===== config.mk =====
export PLATFORM = sky130hd
export DESIGN_NAME = omrx_exec
export DESIGN_NICKNAME = d
export VERILOG_FILES = /design/src/inc/omrx_pkg.sv /design/src/omrx_exec.sv
export VERILOG_INCLUDE_DIRS = /design/src /design/src/inc
export SDC_FILE = /design/constraint.sdc
export NUM_CORES = 1
export LEC_CHECK = 0
export BUFFER_PORTS_ARGS = -buffer_cell sky130_fd_sc_hd__buf_2
export CAP_MARGIN = 20
export CORE_MARGIN = 2
export CORE_UTILIZATION = 63
export CTS_CLUSTER_SIZE = 28
export DETAILED_ROUTE_END_ITERATION = 8
export PLACE_DENSITY = 0.8
export SLEW_MARGIN = 10
export SYNTH_ARGS = -nofsm -noshare
export SYNTH_HDL_FRONTEND = slang
export SYNTH_SLANG_ARGS = --single-unit

===== constraint.sdc =====
create_clock -name clk -period 9.4 [get_ports clk]
set_clock_uncertainty 0.2 [all_clocks]
set_input_delay 0.47 -clock clk [delete_from_list [all_inputs] [get_ports clk]]
set_output_delay 0.47 -clock clk [all_outputs]
set_load 0.02 [all_outputs]

===== src/inc/omrx_regs.svh =====
// register offsets, field positions, reset values and opcode patterns
// assumes inclusion by bare name from the package and the design file
`ifndef OMRX_REGS_SVH
`define OMRX_REGS_SVH

`define OMRX_ADDR_W        5
`define OMRX_DATA_W        32
`define OMRX_INSTR_W       14
`define OMRX_PC_W          13
`define OMRX_FADDR_W       7

`define OMRX_OFF_INSTR     5'h00
`define OMRX_OFF_WORK      5'h04
`define OMRX_OFF_STATUS    5'h08
`define OMRX_OFF_PC        5'h0c
`define OMRX_OFF_STACK_TOP 5'h10
`define OMRX_OFF_FADDR     5'h14
`define OMRX_OFF_FDATA     5'h18

`define OMRX_ST_ZERO       0
`define OMRX_ST_CARRY      1
`define OMRX_ST_INT_EN     2
`define OMRX_ST_BAD        3
`define OMRX_ST_W          4

`define OMRX_RST_W8        8'h00
`define OMRX_RST_PC        13'h0000
`define OMRX_RST_INSTR     14'h0000
`define OMRX_RST_FADDR     7'h00
`define OMRX_PC_STEP       13'h0001

`define OMRX_DIR_BIT       7

`define OMRX_MASK_OR_LIT   14'h3f00
`define OMRX_MATCH_OR_LIT  14'h3800
`define OMRX_MASK_LD_LIT   14'h3c00
`define OMRX_MATCH_LD_LIT  14'h3000
`define OMRX_MASK_OR_FILE  14'h3f00
`define OMRX_MATCH_OR_FILE 14'h0400
`define OMRX_MASK_ST_WORK  14'h3f80
`define OMRX_MATCH_ST_WORK 14'h0080
`define OMRX_MASK_MV_FILE  14'h3f00
`define OMRX_MATCH_MV_FILE 14'h0800
`define OMRX_MASK_ROT_L    14'h3f00
`define OMRX_MATCH_ROT_L   14'h0d00
`define OMRX_MASK_RET_INT  14'h3fff
`define OMRX_MATCH_RET_INT 14'h0009
`define OMRX_MASK_NOP      14'h3f9f
`define OMRX_MATCH_NOP     14'h0000

`endif


===== src/inc/omrx_pkg.sv =====
// types shared by the execution block and its bench
// assumes omrx_regs.svh is on the include path
`include "omrx_regs.svh"
package omrx_pkg;

  typedef enum logic [7:0] {
    OMRX_OP_NONE   = 8'h01,
    OMRX_OP_OR_LIT = 8'h02,
    OMRX_OP_LD_LIT = 8'h04,
    OMRX_OP_OR_F   = 8'h08,
    OMRX_OP_ST_W   = 8'h10,
    OMRX_OP_MV_F   = 8'h20,
    OMRX_OP_ROT_L  = 8'h40,
    OMRX_OP_RET_I  = 8'h80
  } omrx_op_t;

  typedef struct packed {
    logic                       read;
    logic                       write;
    logic [`OMRX_ADDR_W-1:0]    address;
    logic [`OMRX_DATA_W-1:0]    writedata;
  } omrx_avl_req_t;

  typedef struct packed {
    logic [`OMRX_DATA_W-1:0]    readdata;
    logic                       waitrequest;
  } omrx_avl_rsp_t;

endpackage


===== src/omrx_exec.sv =====
// instruction execution core for the or, move, rotate and return subset
// assumes an avalon-mm master on clk; writing the instruction register
// executes one instruction in the cycle the write is accepted
//
// Behaviour
// - or literal into work: work |= literal, only zero flag updated
// - load literal into work: work = literal, no flags change
// - load literal accepted whatever the don't-care bits hold, zeros too
// - or work with file: work | file, routed by direction, zero updated
// - direction 0 writes work, direction 1 writes the file register
// - store work to file copies work into file, no flags change
// - move file register to destination, zero updated, acts as zero test
// - return from interrupt: pc from top of stack, interrupt enable set
// - rotate left through carry, routed by direction, only carry updated
`timescale 1ns/10ps
`include "omrx_regs.svh"
module omrx_exec #(
  parameter int FILE_DEPTH = 128
) (
  input  wire logic                   clk,
  input  wire logic                   arst_n,
  input  wire omrx_pkg::omrx_avl_req_t avl_req,
  output omrx_pkg::omrx_avl_rsp_t     avl_rsp
);
  import omrx_pkg::*;

  logic [7:0]                 file_mem [FILE_DEPTH];
  logic [7:0]                 work_reg;
  logic                       zero_reg;
  logic                       carry_reg;
  logic                       int_en_reg;
  logic                       bad_reg;
  logic [`OMRX_PC_W-1:0]      pc_reg;
  logic [`OMRX_PC_W-1:0]      stack_top_reg;
  logic [`OMRX_INSTR_W-1:0]   instr_reg;
  logic [`OMRX_FADDR_W-1:0]   faddr_reg;
  logic                       waitrequest_reg;
  logic [`OMRX_DATA_W-1:0]    readdata_reg;

  logic                       req;
  logic                       accept;
  logic                       wr_acc;
  logic                       exec;
  logic [`OMRX_INSTR_W-1:0]   instr;
  omrx_op_t                   op;
  logic [`OMRX_FADDR_W-1:0]   f_idx;
  logic                       dir;
  logic [7:0]                 f_val;
  logic [7:0]                 result;
  logic                       res_to_w;
  logic                       res_to_f;
  logic                       upd_zero;
  logic                       upd_carry;
  logic                       carry_next;
  logic [`OMRX_DATA_W-1:0]    rd_next;

  function automatic logic opm(input logic [`OMRX_INSTR_W-1:0] i,
                               input logic [`OMRX_INSTR_W-1:0] m,
                               input logic [`OMRX_INSTR_W-1:0] v);
    return (i & m) == v;
  endfunction

  function automatic omrx_op_t decode(input logic [`OMRX_INSTR_W-1:0] i);
    if (opm(i, `OMRX_MASK_OR_LIT, `OMRX_MATCH_OR_LIT))
      return OMRX_OP_OR_LIT;
    else if (opm(i, `OMRX_MASK_LD_LIT, `OMRX_MATCH_LD_LIT))
      return OMRX_OP_LD_LIT;
    else if (opm(i, `OMRX_MASK_OR_FILE, `OMRX_MATCH_OR_FILE))
      return OMRX_OP_OR_F;
    else if (opm(i, `OMRX_MASK_ST_WORK, `OMRX_MATCH_ST_WORK))
      return OMRX_OP_ST_W;
    else if (opm(i, `OMRX_MASK_MV_FILE, `OMRX_MATCH_MV_FILE))
      return OMRX_OP_MV_F;
    else if (opm(i, `OMRX_MASK_ROT_L, `OMRX_MATCH_ROT_L))
      return OMRX_OP_ROT_L;
    else if (opm(i, `OMRX_MASK_RET_INT, `OMRX_MATCH_RET_INT))
      return OMRX_OP_RET_I;
    else
      return OMRX_OP_NONE;
  endfunction

  function automatic logic is_zero(input logic [7:0] v);
    return v == `OMRX_RST_W8;
  endfunction

  // a request is answered on the cycle after it is first seen
  assign req    = avl_req.read | avl_req.write;
  assign accept = req & ~waitrequest_reg;
  assign wr_acc = accept & avl_req.write;
  assign exec   = wr_acc & (avl_req.address == `OMRX_OFF_INSTR);
  assign instr  = avl_req.writedata[`OMRX_INSTR_W-1:0];
  assign op     = decode(instr);
  assign f_idx  = instr[`OMRX_FADDR_W-1:0];
  assign dir    = instr[`OMRX_DIR_BIT];
  assign f_val  = file_mem[f_idx];

  always_comb begin
    result     = work_reg;
    res_to_w   = 1'b0;
    res_to_f   = 1'b0;
    upd_zero   = 1'b0;
    upd_carry  = 1'b0;
    carry_next = carry_reg;
    case (op)
      OMRX_OP_OR_LIT: begin
        result   = work_reg | instr[7:0];
        res_to_w = 1'b1;
        upd_zero = 1'b1;
      end
      OMRX_OP_LD_LIT: begin
        result   = instr[7:0];
        res_to_w = 1'b1;
      end
      OMRX_OP_OR_F: begin
        result   = work_reg | f_val;
        res_to_w = ~dir;
        res_to_f = dir;
        upd_zero = 1'b1;
      end
      OMRX_OP_ST_W: begin
        result   = work_reg;
        res_to_f = 1'b1;
      end
      OMRX_OP_MV_F: begin
        result   = f_val;
        res_to_w = ~dir;
        res_to_f = dir;
        upd_zero = 1'b1;
      end
      OMRX_OP_ROT_L: begin
        result     = {f_val[6:0], carry_reg};
        carry_next = f_val[7];
        res_to_w   = ~dir;
        res_to_f   = dir;
        upd_carry  = 1'b1;
      end
      default: begin
      end
    endcase
  end

  // file registers: written by execution or through the data window
  always_ff @(posedge clk) begin
    if (exec && res_to_f)
      file_mem[f_idx] <= result;
    else if (wr_acc && avl_req.address == `OMRX_OFF_FDATA)
      file_mem[faddr_reg] <= avl_req.writedata[7:0];
  end

  always_ff @(posedge clk or negedge arst_n) begin
    if (!arst_n)
      work_reg <= `OMRX_RST_W8;
    else if (exec && res_to_w)
      work_reg <= result;
    else if (wr_acc && avl_req.address == `OMRX_OFF_WORK)
      work_reg <= avl_req.writedata[7:0];
  end

  // status flags; execution and a status write never share a cycle
  always_ff @(posedge clk or negedge arst_n) begin
    if (!arst_n) begin
      zero_reg  <= 1'b0;
      carry_reg <= 1'b0;
      int_en_reg <= 1'b0;
      bad_reg   <= 1'b0;
    end else if (exec) begin
      if (upd_zero)
        zero_reg <= is_zero(result);
      if (upd_carry)
        carry_reg <= carry_next;
      if (op == OMRX_OP_RET_I)
        int_en_reg <= 1'b1;
      if (op == OMRX_OP_NONE && !opm(instr, `OMRX_MASK_NOP,
                                     `OMRX_MATCH_NOP))
        bad_reg <= 1'b1;
    end else if (wr_acc && avl_req.address == `OMRX_OFF_STATUS) begin
      zero_reg  <= avl_req.writedata[`OMRX_ST_ZERO];
      carry_reg <= avl_req.writedata[`OMRX_ST_CARRY];
      int_en_reg <= avl_req.writedata[`OMRX_ST_INT_EN];
      // unknown-opcode flag is write-one-to-clear
      if (avl_req.writedata[`OMRX_ST_BAD])
        bad_reg <= 1'b0;
    end
  end

  always_ff @(posedge clk or negedge arst_n) begin
    if (!arst_n) begin
      pc_reg    <= `OMRX_RST_PC;
      instr_reg <= `OMRX_RST_INSTR;
    end else if (exec) begin
      instr_reg <= instr;
      if (op == OMRX_OP_RET_I)
        pc_reg <= stack_top_reg;
      else
        pc_reg <= pc_reg + `OMRX_PC_STEP;
    end else if (wr_acc && avl_req.address == `OMRX_OFF_PC) begin
      pc_reg <= avl_req.writedata[`OMRX_PC_W-1:0];
    end
  end

  always_ff @(posedge clk or negedge arst_n) begin
    if (!arst_n) begin
      stack_top_reg <= `OMRX_RST_PC;
      faddr_reg <= `OMRX_RST_FADDR;
    end else if (wr_acc) begin
      if (avl_req.address == `OMRX_OFF_STACK_TOP)
        stack_top_reg <= avl_req.writedata[`OMRX_PC_W-1:0];
      else if (avl_req.address == `OMRX_OFF_FADDR)
        faddr_reg <= avl_req.writedata[`OMRX_FADDR_W-1:0];
    end
  end

  always_comb begin
    rd_next = '0;
    if (avl_req.address == `OMRX_OFF_INSTR)
      rd_next[`OMRX_INSTR_W-1:0] = instr_reg;
    else if (avl_req.address == `OMRX_OFF_WORK)
      rd_next[7:0] = work_reg;
    else if (avl_req.address == `OMRX_OFF_STATUS) begin
      rd_next[`OMRX_ST_ZERO]  = zero_reg;
      rd_next[`OMRX_ST_CARRY] = carry_reg;
      rd_next[`OMRX_ST_INT_EN] = int_en_reg;
      rd_next[`OMRX_ST_BAD]   = bad_reg;
    end else if (avl_req.address == `OMRX_OFF_PC)
      rd_next[`OMRX_PC_W-1:0] = pc_reg;
    else if (avl_req.address == `OMRX_OFF_STACK_TOP)
      rd_next[`OMRX_PC_W-1:0] = stack_top_reg;
    else if (avl_req.address == `OMRX_OFF_FADDR)
      rd_next[`OMRX_FADDR_W-1:0] = faddr_reg;
    else if (avl_req.address == `OMRX_OFF_FDATA)
      rd_next[7:0] = file_mem[faddr_reg];
  end

  // one wait cycle per access; read data captured while waiting
  always_ff @(posedge clk or negedge arst_n) begin
    if (!arst_n) begin
      waitrequest_reg <= 1'b1;
      readdata_reg    <= '0;
    end else begin
      waitrequest_reg <= ~(req & waitrequest_reg);
      if (avl_req.read && waitrequest_reg)
        readdata_reg <= rd_next;
    end
  end

  assign avl_rsp.readdata    = readdata_reg;
  assign avl_rsp.waitrequest = waitrequest_reg;

endmodule


# Yosys cells after proc, flatten, opt, wreduce, memory -nomap -nowiden

Memory sizes are Yosys's and may differ from the RTL's.
Cells that the tools add are included.

Add/subtract/negate cells: 1
Multiply operators: 0
Div/mod/pow operators: 0
$lt $le $gt $ge: 0
Equality and inequality tests: 26
Shift-type cells: 0
Muxes and demuxes: 51
Bitwise gates (word level): 11
Reduce and logical (&&, ||, !) cells: 26

Operators by type and width:

| cell                  | number |
|---|---|
| $mux 8                | 13 |
| $mux 13               | 5 |
| $pmux 8 s5            | 1 |
| $mux 1                | 24 |
| $or 8x8->8            | 2 |
| $eq 5x5->1 const B    | 3 |
| $eq 14x4->1 const B   | 1 |
| $logic_not 14->1      | 1 |
| $mux 7                | 2 |
| $add 13x1->13 const B | 1 |
| $eq 6x4->1 const B    | 2 |
| $eq 5x4->1 const B    | 2 |
| $mux 5                | 2 |
| $ne 2x1->1 const B    | 5 |
| $mux 9                | 1 |
| $reduce_and 3->1      | 3 |
| $eq 8x1->1 const B    | 1 |
| $eq 8x2->1 const B    | 1 |
| $eq 8x3->1 const B    | 1 |
| $eq 8x4->1 const B    | 1 |
| $eq 8x5->1 const B    | 1 |
| $eq 8x6->1 const B    | 1 |
| $eq 8x7->1 const B    | 1 |
| $eq 8x8->1 const B    | 1 |
| 19 further kinds      | 39 |

Register bits: 74
Bits in latches: 0
Bits in writable memories: 1024
ROM bits: 0
Memories kept: 1

Memories:

| memory   | depth | width | read ports | clocked after memory_dff | wr ports | line            | text |
|---|---|---|---|---|---|---|---|
| file_mem | 128   | 8     | 2          | 0                        | 1        | omrx_exec.sv:27 | `logic [7:0] file_mem [FILE_DEPTH];` |

# Longest topological paths before layout

Gate-level depths: netlist of the first run.

Word-level depth: 16
Depth in mapped cells: 15
Gate-level depth less buffers: 9

# Least setup slack after synthesis of the first run

OpenSTA, ideal clock, no wires.

Path kind: input to register
Start: input port avl_req[0] in the netlist's numbering
End: memory file_mem[0][2] (data pin)
Library setup time: 969 ps
Arrival: 6380 ps
Required time: 8231 ps
Slack: 1851 ps
Stages on the path: 12
Path through: buf_6 buf_6 buf_2 buf_2 buf_2 mux2i_1 a22oi_1 a31oi_1 o21ai_0 a22oi_1 a211o_1 a31oi_1

Cells in the longest elaborated chain, start to end: 16

Ends and longest elaborated chain:

| what                                     | line             | text |
|---|---|---|
| start: declaration                       | omrx_exec.sv:22  | `input wire omrx_pkg::omrx_avl_req_t avl_req,` |
| $eq 14x4->1                              | omrx_exec.sv:60  | `return (i & m) == v;` |
| $mux 8                                   | omrx_exec.sv:76  | `` else if (opm(i, `OMRX_MASK_RET_INT, `OMRX_MATCH_RET_INT)) `` |
| $mux 8                                   | omrx_exec.sv:74  | `` else if (opm(i, `OMRX_MASK_ROT_L, `OMRX_MATCH_ROT_L)) `` |
| $mux 8                                   | omrx_exec.sv:72  | `` else if (opm(i, `OMRX_MASK_MV_FILE, `OMRX_MATCH_MV_FILE)) `` |
| $mux 8                                   | omrx_exec.sv:70  | `` else if (opm(i, `OMRX_MASK_ST_WORK, `OMRX_MATCH_ST_WORK)) `` |
| $mux 8                                   | omrx_exec.sv:68  | `` else if (opm(i, `OMRX_MASK_OR_FILE, `OMRX_MATCH_OR_FILE)) `` |
| $mux 8                                   | omrx_exec.sv:66  | `` else if (opm(i, `OMRX_MASK_LD_LIT, `OMRX_MATCH_LD_LIT)) `` |
| $mux 8                                   | omrx_exec.sv:64  | `` if (opm(i, `OMRX_MASK_OR_LIT, `OMRX_MATCH_OR_LIT)) `` |
| $eq 8x7->1, or another cell as far along | omrx_exec.sv:104 | `case (op)` |
| $reduce_or 3->1 (no source line)         | --               |  |
| $pmux 1 s2                               | omrx_exec.sv:104 |  |
| $logic_and 1x1->1                        | omrx_exec.sv:144 | `if (exec && res_to_f)` |
| $mux 1                                   | omrx_exec.sv:144 |  |
| $mux 1 (implied by the code)             | omrx_exec.sv:147 | `file_mem[faddr_reg] <= avl_req.writedata[7:0];` |
| $reduce_or 8->1 (no source line)         | --               |  |
| $mux 8 (no source line) (*)              | --               |  |
| end: declaration                         | omrx_exec.sv:27  |  |

Every way passes the cells marked *; elsewhere a longest branch is shown, timed or not.

# Final worst setup path of the first run

Start: input port avl_req[1] in the netlist's numbering
End: memory file_mem[22][4] (data pin)

Same word-level chain as after synthesis.

==> results of run 1 <==
[synth_stat cells, drive strengths merged (2+ instances only)]
master / instances
nand2: 166
a21oi: 77
a22oi: 50
mux2: 26
a31oi: 26
a22o: 12
o211ai: 13
a211o: 2
nand2b: 25
or3: 2
nor3b: 3
mux2i: 149
a32oi: 9
nor3: 15
clkbuf: 136
o21ai: 98
o22a: 2
nand3b: 4
a21o: 2
o221ai: 6
nor2b: 9
mux4: 545
or2: 8
nor2: 210
xor2: 2
and3: 12
dfrtp: 73
a221o: 2
a222oi: 9
and2: 7
o22ai: 16
buf: 115
nand3: 30
o31ai: 4
a221oi: 21
o32ai: 2
inv: 8
edfxtp: 1024
nand4: 6
[worst max-delay path, stage by stage]
cell and delay, ns:
clkbuf_8 0.31, buf_4 0.65, and2_1 0.35, buf_4 0.54, a221oi_1 0.24, a21oi_1 0.22, o21ai_0 0.28, a221oi_1 1.15
a21o_1 0.21, nor2_1 0.06, nor2b_1 0.31, a21oi_4 0.10, buf_4 0.35
[worst max path at each step]
| stage | start | endpoint | cells after the start |
|---|---|---|---|
| 3_3_place_gp | avl_req[0] | file_mem[8][1] | 11 |
| 4_1_cts | avl_req[1] | file_mem[20][1] | 11 |
| 6_report | avl_req[1] | file_mem[22][4] | 13 |
| 3_5_place_dp | avl_req[0] | file_mem[36][1] | 11 |
| 5_1_grt | avl_req[0] | file_mem[4][6] | 10 |
| 2_1_floorplan | avl_req[0] | file_mem[0][2] | 12 |
[per-layer routing]
metal	vias up	global-route usage (%)
li1	12316	-
met1	16173	47.32
met2	2881	56.17
met3	658	10.98
met4	2	21.36
met5	-	0
[per-stage QoR]
step                      util (%)  instances  hold slack (ns)
final                        69.68       4123           0.1436
after global routing         69.68       4122           0.1711
after CTS                    69.53       4111           0.1195
after detailed placement     65.23       3898           0.2657
after global placement       65.13       3890           0.2609
after floorplan                  -       2966         -0.02559
[area by class of cell]
| class | count | area share [%] |
|---|---|---|
| Timing Repair Buffer | 134 | 1.932 |
| Clock inverter | 60 | 0.8428 |
| Sequential cell | 1098 | 56.92 |
| Tap cell | 1070 | 2.336 |
| Clock buffer | 143 | 5.164 |
| Multi-Input combinational cell | 1608 | 32.74 |
| Inverter | 9 | 0.05895 |
| Antenna cell | 1 | 0.004367 |
[where the power goes]
part / total (mW) / switching [mW] / internal (mW)
Clock: 4.27 / 1.87 / 2.40
Sequential: 5.69 / 0.0829 / 5.61
Combinational: 1.73 / 1.07 / 0.664
[timing repair]
item                      in CTS  in global routing
hold buffers                  10                  0
resized for setup              0                  0
hold endpoints to repair      88                  0
[cell families after synthesis]
family                     Yosys count  synth area share (%)
DFF                               1098                 62.21
muxes                              720                 26.83
and+or+nand+nor                    504                 4.168
AOI/OAI and AO/OA                  362                 4.457
buffers and inverters              260                 2.259
xor gates and xnor gates             3               0.05015
adders and majority gates            1               0.02387
other                                1              0.007155
==> run summary, run 1 <==
The number of distinct library cell variants in the gate-level netlist after synthesis came out at 67. The clock latency on the worst-skew pair came out at 0.70 ns. In the layout the commonest cells are 1,024 x edfxtp_1, 545 x mux4_2, 209 x nor2_1, 166 x nand2_1, 149 x mux2i_1. The sequential share of the synthesized area is 62.21%. After filler insertion, the fill cell instance count of the layout stands at 4,896. The first routing iteration left 5,096 violations. The first detailed-routing pass ran for 7 iterations. TritonCTS built the clock tree. The post-place setup slack is 3.381 ns. Max-cap violations in this run came to 0. After synthesis, the share of flip-flops with an asynchronous set or reset is 6.740%.

From left edge to right edge, the die measures 292.4 um. The row count came out at 105. The per-cell routed wire length is 37.45 um.

The worst endpoint data arrival time came out at 5.47 ns. The headroom to the max-slew limit came out at 14.57%. The number of slew-limit violations in the final report is 0.

The congestion estimate from routability-driven global placement came to 0.9575. The mapped netlist covers 52,410 um2. The combined global-route utilization of all metal layers is 36.67%. The count of buffers added by post-CTS timing repair for setup came out at 0. The number of flip-flops in the largest register is 1,024.

The number of buffers on the longest clock path is 3. The layout cell share with drive strength beyond 1 came out at 28.37%. The H-tree level count is 3. The most used flip-flop cell after synthesis is edfxtp_1. The instance area at placement is 53,640 um2. The number of enable flip-flop cells after synthesis is 1,024. By area the synthesized netlist is led by edfxtp_1 59%, mux4_2 23%, dfrtp_1 3.5%. The via count of the first global-routing pass is 32,266. The transition time at the pin with the least slew margin came out at 1.277 ns. The area of the multi-input gates came out at 18,760 um2.

The final worst-path cycle share came out at 57.32%. The sequential cells in the finished layout cover a total of 32,620 um2. The detailed router placed 32,030 vias in this run. The core footprint came out at 82,240 um2. The maximum vdd drop came out at 0.1827 mV. With fillers left out, the area of the finished cells amounts to 57,310 um2.

The maximum clock frequency came out at 185.6 MHz. Across all register-to-register paths, the minimum setup slack is 4.15 ns. Entering global routing, the biggest net connects 129 pins. Along the worst hold path, the cell count comes to 4. For the final routed database, the setup TNS stands at 0 ns. In the final routing, the length of wire on met1 measures 49.64 mm. The length of routed met2 wiring came out at 71.57 mm.

The routed wire length came out at 154.4 mm. Detailed routing placed a total of 22.47 mm of wire on met3. The Yosys warning count is 0. The leakage dissipation is 18.25 nW. The final antenna-violating net count came out at 0. The end of the worst register-to-register path is readdata_reg[7]. Input and output buffers added on the ports amount to 37.

The origin of the critical flop-to-flop path is faddr_reg[0]. TritonCTS created 109 clock buffers. A synthesized cell averages 17.77 um2. Clock-pin slew was measured on the worst setup and hold paths at 0.06 ns.

In this run the worst path has a maximum fanout of 80. The share of the synthesized area in the top cell type came out at 58.67%. The flip-flop and latch count after synthesis came out at 1,098. The path with the worst hold slack has its endpoint at readdata_reg[4]. The overall power came out at 11.69 mW.

The initial utilization of the core area, before any placement, comes to 63.72%. Setup violations remaining at the end of the flow were counted as 0. After global routing the overflow that remains totals 0. The overall die height came out at 292.4 um. The area growth from synthesis to layout is 9.347%. The number of design rule violations left after detail routing is 0. The first global-routing pass estimated 222.7 mm of wire. The area enclosed by the die boundary came out at 85,510 um2.

Setup repair after global routing left no endpoint under its margin. The biggest area contributor in the post-synthesis netlist is edfxtp_1. The clock sink count is 1,098.

Detailed placement finished with a half-perimeter wire length of 94.51 mm. The minimum clock period came out at 5.388 ns. In the synthesized netlist, the number of instances is 2,949. The type of destination of the critical path is a flop. The power per unit of standard cell area is 204.1 nW/um2. The run finished with clean final reports. The via density per instance is 7.769. The number of nets in the finished design came out at 3,002. Signal routing reaches up to met5.

The startpoint type of the worst setup path is an input pin. The critical path required time is 9.49 ns. The hold violation total from the final report is 0. The initial antenna violation count is 1.

The most common cell after layout, fill and taps aside is edfxtp_1. The logic depth of the worst register-to-register path came out at 9. The worst setup path is of the input pin to flop kind. The root cell of the clock tree is clkbuf_16.

The startpoint of the worst hold path is avl_req[35]. 74 I/O pins were placed. Setup slack on the critical path of the routed design comes to 4.012 ns. The path class of the tightest hold or removal check is input pin to flop.
Power figures use the tool's default switching activity.
==> run 2: changes to the inputs <==
Clock period 9.4 ns to 5.19 ns, I/O delays scaled along.
==> run summary, run 2 (same netlist as run 1, synthesis figures left out) <==
The worst endpoint data arrival time is 4.82 ns. The initial core utilization came out at 63.72%. The hold violation total from the final report was 0. The number of design rule violations left after detail routing came out at 0. In the layout the commonest cells are 1,024 x edfxtp_1, 545 x mux4_2, 233 x buf_4, 209 x nor2_1, 166 x nand2_1. The via count of the first global-routing pass was 34,220. The number of clock buffers added by TritonCTS is 111. The routed wire length is 163.1 mm. Fill cells in the final layout number 4,642. The startpoint type of the worst setup path is an input pin. Timing analysis after detailed placement gives a worst setup slack of 0.5805 ns.

The number of flip-flops in the largest register is 1,024. In this run the most used layer during global routing was met2. The post-route netlist has 32.55% of its cells at a drive strength greater than 1.

The number of slew-limit violations in the final report came to 0. The cell type group with the largest total delay on the critical path is simple AND/OR/NAND/NOR gates. The overall via count from detail_route is 33,384. Counting along the longest clock path gives a buffer depth of 3. The routing usage on met1 is 48.97%.

The row count is 105. The overall die height came out at 292.4 um. The run finished with clean final reports. The count of routing violations after the opening detailed-route iteration is 5,258.

The combined global-route utilization of all metal layers came out at 38.84%. The area enclosed by the die boundary is 85,510 um2. Dividing total power by cell area gives a power density of 368.8 nW/um2. The die boundary width is 292.4 um.

In the global route stage, met2 resource usage came out at 58.98%. For this design, the slowest cell found on the critical path is nor2_1. The type of destination of the critical path is a flop. The number of cells in the design after placement is 4,081. The initial antenna violation count is 5. The total congestion overflow came out at 0. The signal on the critical path passes through dlygate4sd3_1 -> buf_2 -> nand2b_1 -> nor2_1 -> nand2_1 -> mux2i_1 -> nand2b_1 -> nand2b_1 -> nor2_1. The HPWL after detailed placement came out at 100.8 mm. The H-tree level count is 3. The combined buffer and inverter count along the critical path came out at 2. The final worst-path cycle share is 91.02%. The cell type with the highest occurrence count on the critical path is nand2b_1. The final worst setup slack came out at 0.4660 ns.

The final cell count without fillers came out at 4,307. The via density per instance is 7.751. Pin placement for this block handled 74 I/O pins.

The overall power came out at 21.79 mW. TritonCTS built the clock tree. The first detailed-routing pass took 6 iterations.

The critical path required time came out at 5.28 ns. During placement, the flow inserted port buffers numbering 37. In this run the tightest slew margin relative to its limit is 24.70%. The transition time at the pin with the least slew margin is 1.125 ns.

The setup violation total in the final timing report came out at 0. In this run the cell area measured after placement is 55,240 um2. The global-route wire length before repair came out at 235.3 mm. Across the run, the number of max-cap violations was 0.

The clock latency on the worst-skew pair came out at 0.70 ns. Routability-driven placement finished with a final weighted congestion of 0.9448. The leakage dissipation is 19.35 nW. The minimum clock period came out at 4.724 ns.

For this run, the slowest stage of the critical path takes 0.93 ns. Global routing used 12.73% of the available met3 tracks. The critical path start-end classification is input pin to flop. The worst-case IR drop observed on VDD is 0.3280 mV. The clock sink count is 1,098. Clock tree synthesis selected as its root buffer the cell clkbuf_16.

In this run the worst hold path is classified as input pin to async pin. The clock slew seen by the registers of the worst setup and hold paths came out at 0.06 ns. Of all nets on the critical path, the largest fanout is 13. The post-route worst hold slack came out at 0.03249 ns. Setup repair after global routing left no endpoint under its margin. The library cell used most frequently in the layout, excluding fill and tap cells, is edfxtp_1.

The core region is 82,240 um2. The area growth from synthesis to layout came out at 12.73%. The number of nets in the finished design came out at 3,182. The total non-filler cell area in the finished layout came out at 59,080 um2.

The final antenna-violating net count came out at 0. The maximum clock frequency came out at 211.7 MHz. The largest net degree at the start of global routing is 129.

Dividing the detail-routed wire length by the instance count gives 37.87 um. The post-cts resize count is 0.
[run 2: cell count changes in the layout (fill, tap and decap cells not counted), moves of 3 or more]
cell / previous run / this run
bufinv_16: 7 / 14
dlygate4sd3_1: 10 / 16
inv_6: 1 / 4
buf_6: 12 / 0
clkinv_2: 15 / 21
clkinv_1: 31 / 19
buf_12: 8 / 27
clkbuf_8: 5 / 1
clkbuf_16: 112 / 115
buf_4: 69 / 233
[run 2: final cells by class]
type / count / area [um2] / share of cell area (%)
inverter: 9 / 33.78 / 0.05718
clock buffer: 144 / 2987 / 5.055
timing repair buffer: 312 / 2649 / 4.484
multi-input combinational: 1608 / 18760 / 31.76
tap: 1070 / 1339 / 2.266
sequential: 1098 / 32620 / 55.21
clock inverter: 64 / 683.2 / 1.156
antenna: 2 / 5.005 / 0.008472
[run 2: repair_timing]
action / 4_1_cts / 5_1_grt
hold buffers: 16 / 0
endpoints found under the hold margin: 101 / 0
buffers inserted: 0 / 0
[run 2: metal layers]
| metal | up-vias | share of wire [%] |
|---|---|---|
| met2 | 3187 | 46 |
| met5 | - | 0.025 |
| li1 | 12693 | - |
| met1 | 16740 | 31 |
| met3 | 758 | 15 |
| met4 | 6 | 7.6 |
[run 2: worst register-to-register path, stage by stage (launching register included)]
cell and delay, ns:
dfrtp_4 0.80, buf_12 0.35, buf_12 0.25, mux4_2 0.52, mux4_2 0.55, mux4_2 0.59, mux2_2 0.35, nand2_1 0.08
a32oi_1 0.11, a21oi_1 0.33, a21oi_1 0.12
[run 2: final timing paths]
path                                 startpoint              end  slack [ns]  cells past startpoint
worst max-delay path                avl_req[34]  file_mem[32][1]        0.47                      9
worst min-delay path                     arst_n      work_reg[7]        0.03                      2
worst max register to register     faddr_reg[0]  readdata_reg[0]        0.77                     10
worst min register to register  readdata_reg[8]  readdata_reg[8]        0.28                      2
max in group asynchronous                arst_n     faddr_reg[2]        4.02                      2
min in group clk                    avl_req[36]  readdata_reg[4]        0.03                      4
[run 2: report_power, final]
| part | total, mW | switching (mW) | internal [mW] | leakage [nW] |
|---|---|---|---|---|
| sequential | 10.3 | 0.180 | 10.2 | 10.3 |
| combinational | 3.26 | 1.96 | 1.30 | 7.24 |
| clock | 8.20 | 3.46 | 4.75 | 1.79 |
| total | 21.8 | 5.59 | 16.2 | 19.3 |
[run 2: metrics by stage]
stage               TNS [ns]  utilization (%)
CTS                        0            71.83
finish                     0            71.83
global route               0            71.83
floorplan            -392.08                -
detailed placement         0            67.17
global placement           0            67.17
